$ cat src/hdl/dcc_pkg.sv
package dcc_pkg;

  // ****************************************
  // register map and field layout
  // ****************************************
  localparam logic [7:0] CMP0_CONTROL_ADDR = 8'h9E;
  localparam logic [7:0] CMP1_CONTROL_ADDR = 8'h9F;
  localparam logic [7:0] CONTROL_RESET     = 8'h00;
  localparam int unsigned ON_BIT           = 7;
  localparam int unsigned RESULT_BIT       = 6;
  localparam int unsigned RISE_BIT         = 5;
  localparam int unsigned FALL_BIT         = 4;
  localparam int unsigned POS_HYST_LSB     = 2;
  localparam int unsigned NEG_HYST_LSB     = 0;
  localparam int unsigned NUM_CMP          = 2;

  // ****************************************
  // hysteresis selections
  // ****************************************
  localparam logic [1:0] HYST_OFF  = 2'h0;
  localparam logic [1:0] HYST_2MV  = 2'h1;
  localparam logic [1:0] HYST_4MV  = 2'h2;
  localparam logic [1:0] HYST_10MV = 2'h3;

  // settings to the analog trim of one comparator
  typedef struct packed {
    logic       on;
    logic [1:0] pos_hyst_sel;
    logic [1:0] neg_hyst_sel;
  } dcc_trim_type;

endpackage : dcc_pkg

$ cat src/hdl/dcc_channel.sv
`timescale 1ns/1ps

// one comparator: synchroniser, edge flags and control bits
module dcc_channel
(
  input  wire logic                 core_clk_i,   // system clock
  input  wire logic                 rst_n_i,      // async reset, active low
  input  wire logic                 cmp_raw_i,    // analog comparator output
  input  wire logic                 wr_i,         // write strobe for this register
  input  wire logic [7:0]           wdata_i,      // write data
  output logic      [7:0]           rdata_o,      // register read value
  output dcc_pkg::dcc_trim_type     trim_o,       // analog trim settings
  output logic                      pin_out_o     // output toward port pin
);

  logic       sync1;
  logic       sync2;
  logic       sync3;
  logic       on;
  logic       rise_flag;
  logic       fall_flag;
  logic [1:0] pos_hyst_sel;
  logic [1:0] neg_hyst_sel;
  logic       rise_evt;
  logic       fall_evt;

  // ****************************************
  // synchroniser
  // ****************************************
  always_ff @(posedge core_clk_i or negedge rst_n_i)
  begin
    if (!rst_n_i)
    begin
      sync1 <= 1'b0;
      sync2 <= 1'b0;
      sync3 <= 1'b0;
    end
    else
    begin
      sync1 <= cmp_raw_i;
      sync2 <= sync1;
      sync3 <= sync2;
    end
  end

  // edges count only while enabled
  assign rise_evt = on && sync2 && !sync3;
  assign fall_evt = on && !sync2 && sync3;

  // ****************************************
  // control fields
  // ****************************************
  always_ff @(posedge core_clk_i or negedge rst_n_i)
  begin
    if (!rst_n_i)
    begin
      on           <= 1'b0;
      pos_hyst_sel <= dcc_pkg::HYST_OFF;
      neg_hyst_sel <= dcc_pkg::HYST_OFF;
    end
    else if (wr_i)
    begin
      on           <= wdata_i[dcc_pkg::ON_BIT];
      pos_hyst_sel <= wdata_i[dcc_pkg::POS_HYST_LSB +: 2];
      neg_hyst_sel <= wdata_i[dcc_pkg::NEG_HYST_LSB +: 2];
    end
  end

  // ****************************************
  // sticky edge flags, set wins over clear
  // ****************************************
  always_ff @(posedge core_clk_i or negedge rst_n_i)
  begin
    if (!rst_n_i)
    begin
      rise_flag <= 1'b0;
      fall_flag <= 1'b0;
    end
    else
    begin
      if (rise_evt)
        rise_flag <= 1'b1;
      else if (wr_i)
        rise_flag <= wdata_i[dcc_pkg::RISE_BIT];
      if (fall_evt)
        fall_flag <= 1'b1;
      else if (wr_i)
        fall_flag <= wdata_i[dcc_pkg::FALL_BIT];
    end
  end

  // ****************************************
  // outputs
  // ****************************************
  always_comb
  begin
    rdata_o                             = dcc_pkg::CONTROL_RESET;
    rdata_o[dcc_pkg::ON_BIT]            = on;
    rdata_o[dcc_pkg::RESULT_BIT]        = sync2;
    rdata_o[dcc_pkg::RISE_BIT]          = rise_flag;
    rdata_o[dcc_pkg::FALL_BIT]          = fall_flag;
    rdata_o[dcc_pkg::POS_HYST_LSB +: 2] = pos_hyst_sel;
    rdata_o[dcc_pkg::NEG_HYST_LSB +: 2] = neg_hyst_sel;
  end

  assign trim_o.on           = on;
  assign trim_o.pos_hyst_sel = pos_hyst_sel;
  assign trim_o.neg_hyst_sel = neg_hyst_sel;

  always_ff @(posedge core_clk_i or negedge rst_n_i)
  begin
    if (!rst_n_i)
      pin_out_o <= 1'b0;
    else
      pin_out_o <= on && sync2;
  end

endmodule : dcc_channel

$ cat src/hdl/dcc_top.sv
`timescale 1ns/1ps

// Notes on behaviour
// bit 7 enables comparator, read/write
// bit 6 reads live comparator result
// bit 5 sticky rising-edge flag
// bit 4 sticky falling-edge flag
// bits 3-2 select positive hysteresis
// bits 1-0 select negative hysteresis
// comparator 0 register at 0x9E
// comparator 1 register at 0x9F, resets zero
// edge flags cleared only by software
// both edges raise events and flags
// disabled: pin output low, events suspended
// two-stage synchroniser before edge detection
module dcc_top
(
  input  wire logic                 core_clk_i,     // system clock, 100 MHz
  input  wire logic                 rst_n_i,        // async reset, active low
  input  wire logic [7:0]           sfr_addr_i,     // special-function register address
  input  wire logic                 sfr_wr_i,       // write strobe, one cycle
  input  wire logic [7:0]           sfr_wdata_i,    // write data
  output logic      [7:0]           sfr_rdata_o,    // read data, combinational
  output logic                      sfr_hit_o,      // address belongs to this block
  input  wire logic [1:0]           cmp_raw_i,      // comparator outputs, asynchronous
  output dcc_pkg::dcc_trim_type     cmp0_trim_o,    // comparator 0 trim
  output dcc_pkg::dcc_trim_type     cmp1_trim_o,    // comparator 1 trim
  output logic [1:0]                cmp_pin_out_o   // outputs toward port pins
);

  logic [1:0] wr_sel;
  logic [7:0] rdata [2];
  dcc_pkg::dcc_trim_type trim [2];

  // ****************************************
  // address decode
  // ****************************************
  assign wr_sel[0] = sfr_wr_i && (sfr_addr_i == dcc_pkg::CMP0_CONTROL_ADDR);
  assign wr_sel[1] = sfr_wr_i && (sfr_addr_i == dcc_pkg::CMP1_CONTROL_ADDR);

  always_comb
  begin
    sfr_hit_o   = 1'b1;
    sfr_rdata_o = 8'h00;
    case (sfr_addr_i)
      dcc_pkg::CMP0_CONTROL_ADDR: sfr_rdata_o = rdata[0];
      dcc_pkg::CMP1_CONTROL_ADDR: sfr_rdata_o = rdata[1];
      default:                    sfr_hit_o   = 1'b0;
    endcase
  end

  // ****************************************
  // comparator channels
  // ****************************************
  genvar gi;
  generate
    for (gi = 0; gi < 2; gi++)
    begin : g_cmp
      dcc_channel u_channel
      (
        .core_clk_i (core_clk_i),
        .rst_n_i    (rst_n_i),
        .cmp_raw_i  (cmp_raw_i[gi]),
        .wr_i       (wr_sel[gi]),
        .wdata_i    (sfr_wdata_i),
        .rdata_o    (rdata[gi]),
        .trim_o     (trim[gi]),
        .pin_out_o  (cmp_pin_out_o[gi])
      );
    end
  endgenerate

  assign cmp0_trim_o = trim[0];
  assign cmp1_trim_o = trim[1];

endmodule : dcc_top

$ cat config.mk
export PLATFORM = sky130hd
export DESIGN_NAME = dcc_top
export DESIGN_NICKNAME = d
export VERILOG_FILES = /design/src/hdl/dcc_pkg.sv /design/src/hdl/dcc_channel.sv /design/src/hdl/dcc_top.sv
export SDC_FILE = /design/constraint.sdc
export NUM_CORES = 1
export LEC_CHECK = 0
export BUFFER_PORTS_ARGS = -buffer_cell sky130_fd_sc_hd__buf_2
export CAP_MARGIN = 20
export CORE_MARGIN = 4
export CORE_UTILIZATION = 30
export CTS_BUF_LIST = sky130_fd_sc_hd__clkbuf_4 sky130_fd_sc_hd__clkbuf_8
export DETAILED_ROUTE_END_ITERATION = 16
export PLACE_DENSITY_LB_ADDON = 0.05
export SLEW_MARGIN = 20
export SYNTH_ARGS = -nofsm -noshare
export SYNTH_HDL_FRONTEND = slang
export SYNTH_SLANG_ARGS = --single-unit
$ cat constraint.sdc
create_clock -name core_clk_i -period 1.7 [get_ports core_clk_i]
set_input_delay 0.255 -clock core_clk_i [delete_from_list [all_inputs] [get_ports core_clk_i]]
set_output_delay 0.255 -clock core_clk_i [all_outputs]
set_load 0.02 [all_outputs]
==> summary.txt, run 1 <==
Worst setup path
  • Critical path arrival: roughly 1300 ps
  • Startpoint Class: input pin
  • CP max FO: 9
  • Critical Path RT: ~1400 ps
  • Worst setup EP type: primary output
  • Critical path class: input pin to primary output

CTS
  • Reg clk slew, reported paths: about 120 ps
  • Setup repair bufs after CTS: 0
  • Num CTS Buffers: 3
  • Clock latency on the worst-skew pair: roughly 300 ps
  • CTS tree: yes
  • Clock Sinks: 22
  • CTS H-tree lvls: 1
  • Root buffer cell: clkbuf_4
  • CTS max path bufs: 2

Drt
  • Iteration-0 DRC Markers: 19
  • # DRC: 0
  • TritonRoute pass-1 iters: 4
  • DR vias: 734
  • Routed wire per std cell: around 13 um
  • Post-DRT Antenna Nets: 0
  • Post-Route WL: 2.17 mm
  • Vias per Instance: about 4.4

Timing
  • Minimum clock period: around 1600 ps
  • Clock Skew: around 2.1 ps
  • Slew @ Worst Pin: between 400 and 500 ps
  • Final worst slack: approximately 130 ps
  • RSZ-0062 raised after global routing: no
  • Crit share post-route: 92.2%
  • Final Max Slew Viols: 0
  • Maximum operating frequency: about 640 MHz
  • Endpoints failing hold: 0
  • Headroom to the max-slew limit: between 60% and 70%
  • Setup Viol. Count Final: 0

Placement
  • Setup WS pre-CTS: about 1.7 ps
  • Placed Cells: 163
  • Routability cong.: slightly below 0.7
  • Placed wire-length estimate: 1.64 mm
  • Number of buffers added on ports: 40

Pwr
  • Tot Pwr: between 0.9 and 1 mW
  • Combinational group share of total power: between 10% and 20%
  • Peak supply drop: about 0.28 mV
  • Pint: 0.732 mW
  • Reg power frac: between 50% and 60%
  • P_sw: roughly 0.23 mW
  • PwrDens: 730 mW/mm^2
  • Switch share: roughly a quarter
  • LEAKAGE: 0.714 nW
  • Clock Power Share: between 20% and 30%

Synthesis
  • Post-Syn Area: approximately 0.001 mm^2
  • Synth Area per Inst: 12.5 um^2
  • Yosys top cell area share: 54.9%
  • Synth cell types: 16
  • Largest cells by area after synthesis: dfrtp_1 55%, mux2i_1 12%, mux2_2 11%
  • FF+latch count, synth: 22
  • Yosys warnings: 0
  • Syn Nets: 101
  • Yosys top cell by area: dfrtp_1
  • Post-Synthesis Cells: 80
  • Seq/Total Area, Yosys: 54.9%

Global routing
  • Vias in the first global route: between 700 and 800
  • Wire length of the first global-routing pass: between 3 and 4 mm
  • Total grt overflow: 0
  • Gr usage total: between 10% and 20%
  • Initial antenna violation count: 0
  • Largest net degree at the start of global routing: 23

Floorplan
  • Row count: 20
  • Die area: roughly 0.0043 mm^2
  • Die W: around 66 um
  • I/O pin total: between 40 and 50
  • Placeable Area: 0.00313 mm^2
  • Effective utilization at floorplan: between 30% and 40%
  • Die extent in y: approximately 66 um

Cells and area
  • N_diodes: 0
  • Final std cells w/o fill: roughly 170
  • Layout area overhead: 31.5%
  • Share of cells above drive strength 1: between 50% and 60%
  • Post-layout net count: roughly 150
  • Register area: roughly 550 um^2
  • Fillers: approximately 310
  • Area of the multi-input gates: a little over 400 um^2

Flow run
  • Maxcap violations: 0

Outcome
  • Status: finished, final reports clean

Hold path
  • Hold crit path type: input pin to register
-- worst max-delay path, stage by stage --
cell	delay [ps]
buf_2	100
or3b_4	380
or2_4	290
nor2_1	120
buf_2	170
-- kinds of logic after synthesis --
kind of cell	synth area share (%)
mux	23.2
flops	54.9
simple gates	17.2
buf+inv	4.62
-- state kept, by name, indices dropped and copies added, names as in the netlist --
name                          flops
g_cmp.u_channel.neg_hyst_sel      4
g_cmp.u_channel.pos_hyst_sel      4
g_cmp.u_channel.fall_flag         2
g_cmp.u_channel.on                2
g_cmp.u_channel.pin_out_o         2
g_cmp.u_channel.rise_flag         2
g_cmp.u_channel.sync1             2
g_cmp.u_channel.sync2             2
g_cmp.u_channel.sync3             2
-- per-stage QoR --
step           hold slack [ps]  utilization [%]  cell area (um^2)  setup TNS, ps
3_3_place_gp               255             40.6              1270              0
3_5_place_dp               254             40.6              1270              0
4_1_cts                   32.7             42.0              1320              0
6_report                  51.1             42.1              1320              0
5_1_grt                   24.9             42.1              1320              0
2_1_floorplan            -40.6                -              1000          -9.78
-- repair_timing --
action	CTS	global route
hold buffers	1	0
endpoints found under the hold margin	22	0
gates resized for setup	0	1
setup endpoints to repair	0	8
-- cells in the final DEF, fill, tap and decap left out --
cell type      count
nand4_1            1
dfrtp_1           22
nor4_4             1
buf_4              4
and2_1             2
nand2_1            1
or2_4              1
nor2_1            16
buf_12             1
buf_2             40
clkbuf_8           1
clkbuf_4           3
mux2_2            10
dlygate4sd3_1      1
and3b_1            4
mux2i_1           12
inv_1              2
nor3_4             1
or3b_4             1
-- power by group through the flow --
| stage | clock network, mW | registers, mW | logic, mW |
|---|---|---|---|
| 2_1_floorplan | 0 | 0.582 | 0.0531 |
| 3_3_place_gp | 0 | 0.573 | 0.114 |
| 3_5_place_dp | 0 | 0.575 | 0.116 |
| 4_1_cts | 0.300 | 0.564 | 0.118 |
| 5_1_grt | 0.321 | 0.568 | 0.129 |
| 6_report | 0.282 | 0.564 | 0.116 |
-- layout make-up --
type | instances | area share, %
Inverter | 2 | 0.570
Multi-Input combinational cell | 50 | 31.0
Tap cell | 44 | 4.18
Clock buffer | 4 | 2.75
Sequential cell | 22 | 41.8
Timing Repair Buffer | 46 | 19.8
-- Yosys cell counts --
master    count
and2_1        2
and3b_1       4
buf_4         4
clkbuf_1      1
clkbuf_2      1
dfrtp_1      22
inv_1         2
mux2_2       10
mux2i_1      12
nand2_1       1
nand4_1       1
nor2_1       16
nor3_4        1
nor4_4        1
or2_2         1
or3b_4        1
-- final timing paths --
path / end / slack (ps) / depth (start not counted) / start
worst min-delay path: g_cmp[0].u_channel.sync1 / 50 / 1 / cmp_raw_i[0]
worst max-delay path: sfr_rdata_o[2] / 130 / 5 / sfr_addr_i[5]
max in group asynchronous: g_cmp[0].u_channel.sync3 / 910 / 2 / rst_n_i
worst min register to register: g_cmp[1].u_channel.sync2 / 360 / 0 / g_cmp[1].u_channel.sync1
min in group asynchronous: g_cmp[1].u_channel.neg_hyst_sel[1] / 450 / 2 / rst_n_i
worst max register to register: g_cmp[1].u_channel.fall_flag / 770 / 3 / g_cmp[1].u_channel.on
-- per-layer routing --
layer	GRT usage [%]	share of wire [%]
met5	0	0
met2	18.6	47
met4	5.44	0.88
met1	14.5	46
met3	2.72	6.2
No activity file was read; power rests on OpenSTA's default activity.
==> run 2: changes to the inputs <==
- MAX_ROUTING_LAYER: default -> met4
==> summary.txt, run 2 (synthesis results as in run 1) <==
Hold path
  • Hold Crit Depth: 1
  • Worst Hold Launch: cmp_raw_i[0]
  • Hold Path End: g_cmp[0].u_channel.sync1
  • Hold crit path type: input pin to register

Floorplan
  • Die area: approximately 0.0043 mm^2
  • Die W: 65.8 um
  • I/O pin total: 42
  • Placeable Area: about 0.0031 mm^2
  • Die extent in y: around 66 um
  • Row count: 20
  • Effective utilization at floorplan: 32.0%

Timing
  • Minimum clock period: around 1600 ps
  • Final worst slack: about 130 ps
  • Maximum operating frequency: about 640 MHz
  • Final Max Slew Viols: 0
  • Headroom to the max-slew limit: between 60 and 70%
  • Endpoints failing hold: 0
  • Setup Viol. Count Final: 0
  • Clock Skew: 2.09 ps
  • Crit share post-route: 92.2%
  • WHS: between 50 and 60 ps
  • Slew @ Worst Pin: 496 ps
  • RSZ-0062 raised after global routing: no

Worst setup path
  • Critical path arrival: about 1300 ps
  • Slowest CP cell: or3b_4
  • Worst r2r src: g_cmp[1].u_channel.on
  • Flop-to-flop setup slack: roughly 770 ps
  • Critical path class: input pin to primary output
  • Critical Path RT: ~1400 ps
  • Worst path top cell family by delay: simple AND/OR/NAND/NOR gates
  • CP dominant cell by count: buf_2
  • Startpoint Class: input pin
  • CP max FO: 9
  • Reg2Reg Depth: 3
  • CP bufs+invs: 2
  • CP Cell Sequence: buf_2, or3b_4, or2_4, nor2_1, buf_2
  • CP peak stage delay: around 380 ps
  • FF-to-FF End: g_cmp[1].u_channel.fall_flag
  • Worst setup EP type: primary output

CTS
  • Root buffer cell: clkbuf_4
  • CTS H-tree lvls: 1
  • CTS max path bufs: 2
  • Clock latency on the worst-skew pair: 300 ps
  • Reg clk slew, reported paths: about 120 ps
  • Num CTS Buffers: 3
  • Clock Sinks: 22
  • CTS tree: yes

Outcome
  • Status: finished, final reports clean

Drt
  • Post-DRT Antenna Nets: 0
  • WL met2: ~1 mm
  • Vias per Instance: 4.37
  • Routed wire per std cell: 12.9 um
  • TritonRoute pass-1 iters: 4
  • Max layer used: met4
  • Iteration-0 DRC Markers: 22
  • DR vias: between 700 and 800
  • # DRC: 0
  • M1 wire length: 994 um
  • Met3 wire length: 134 um
  • Post-Route WL: roughly 2.2 mm

Pwr
  • Peak supply drop: roughly 0.28 mV
  • LEAKAGE: a little over 0.7 nW
  • PwrDens: ~730 mW/mm^2
  • Tot Pwr: 0.962 mW

Global routing
  • Wire length of the first global-routing pass: 3.72 mm
  • Total grt overflow: 0
  • Gr usage total: 11.9%
  • Largest net degree at the start of global routing: 23
  • Vias in the first global route: 785
  • Initial antenna violation count: 0

Cells and area
  • Largest regs: g_cmp.u_channel.neg_hyst_sel (4), g_cmp.u_channel.pos_hyst_sel (4)
  • Most common cell after layout, fill and taps aside: buf_2
  • Share of cells above drive strength 1: 50.8%
  • Fillers: about 310
  • Layout area overhead: 31.5%
  • N_diodes: 0
  • Most frequent cells in the layout: 40 x buf_2, 22 x dfrtp_1, 16 x nor2_1
  • Post-layout net count: roughly 150

Placement
  • Number of buffers added on ports: 40
  • Placed wire-length estimate: around 1.6 mm
  • Setup WS pre-CTS: approximately 1.7 ps
  • Routability cong.: 0.698

Flow run
  • Maxcap violations: 0
## run 2: worst max-delay path by stage
stage	from	end	slack, ps	cells after the start
final	sfr_addr_i[5]	sfr_rdata_o[2]	130	5
after global routing	sfr_addr_i[5]	sfr_rdata_o[0]	50	5
after CTS	sfr_addr_i[5]	sfr_rdata_o[6]	0.3	5
after detailed placement	sfr_addr_i[5]	sfr_rdata_o[6]	2	5
after global placement	sfr_addr_i[5]	sfr_rdata_o[6]	2	5
after floorplan	sfr_addr_i[5]	sfr_rdata_o[0]	-1	4
## run 2: routing by layer
metal | vias to the layer above | global-route usage, %
met5 | - | -
met4 | 0 | 5.44
met3 | 2 | 2.72
met2 | 24 | 18.6
met1 | 351 | 14.5
li1 | 357 | -
## run 2: power by group
part	switching [mW]	leakage, nW	internal [mW]
sequential	0.0166	0.272	0.547
combinational	0.0618	0.422	0.0541
clock	0.152	0.0210	0.131
## run 2: repair_timing
action / in CTS / in global routing
buffers inserted: 0 / 0
gates resized for setup: 0 / 1
hold buffers: 1 / 0
hold endpoints to repair: 22 / 0
endpoints found under the setup margin: 0 / 8
## run 2: final cells by class
cell class                      count  area, um^2  area share, %
Inverter                            2        7.51          0.570
Tap cell                           44        55.1           4.18
Timing Repair Buffer               46         260           19.8
Multi-Input combinational cell     50         408           31.0
Sequential cell                    22         551           41.8
Clock buffer                        4        36.3           2.75
## run 2: stage by stage
stage / util (%) / area, um^2 / setup TNS [ps] / std cells
after floorplan: - / 1000 / -9.78 / 80
after global placement: 40.6 / 1270 / 0 / 163
after detailed placement: 40.6 / 1270 / 0 / 163
after CTS: 42.0 / 1320 / 0 / 168
after global routing: 42.1 / 1320 / 0 / 168
final: 42.1 / 1320 / 0 / 168
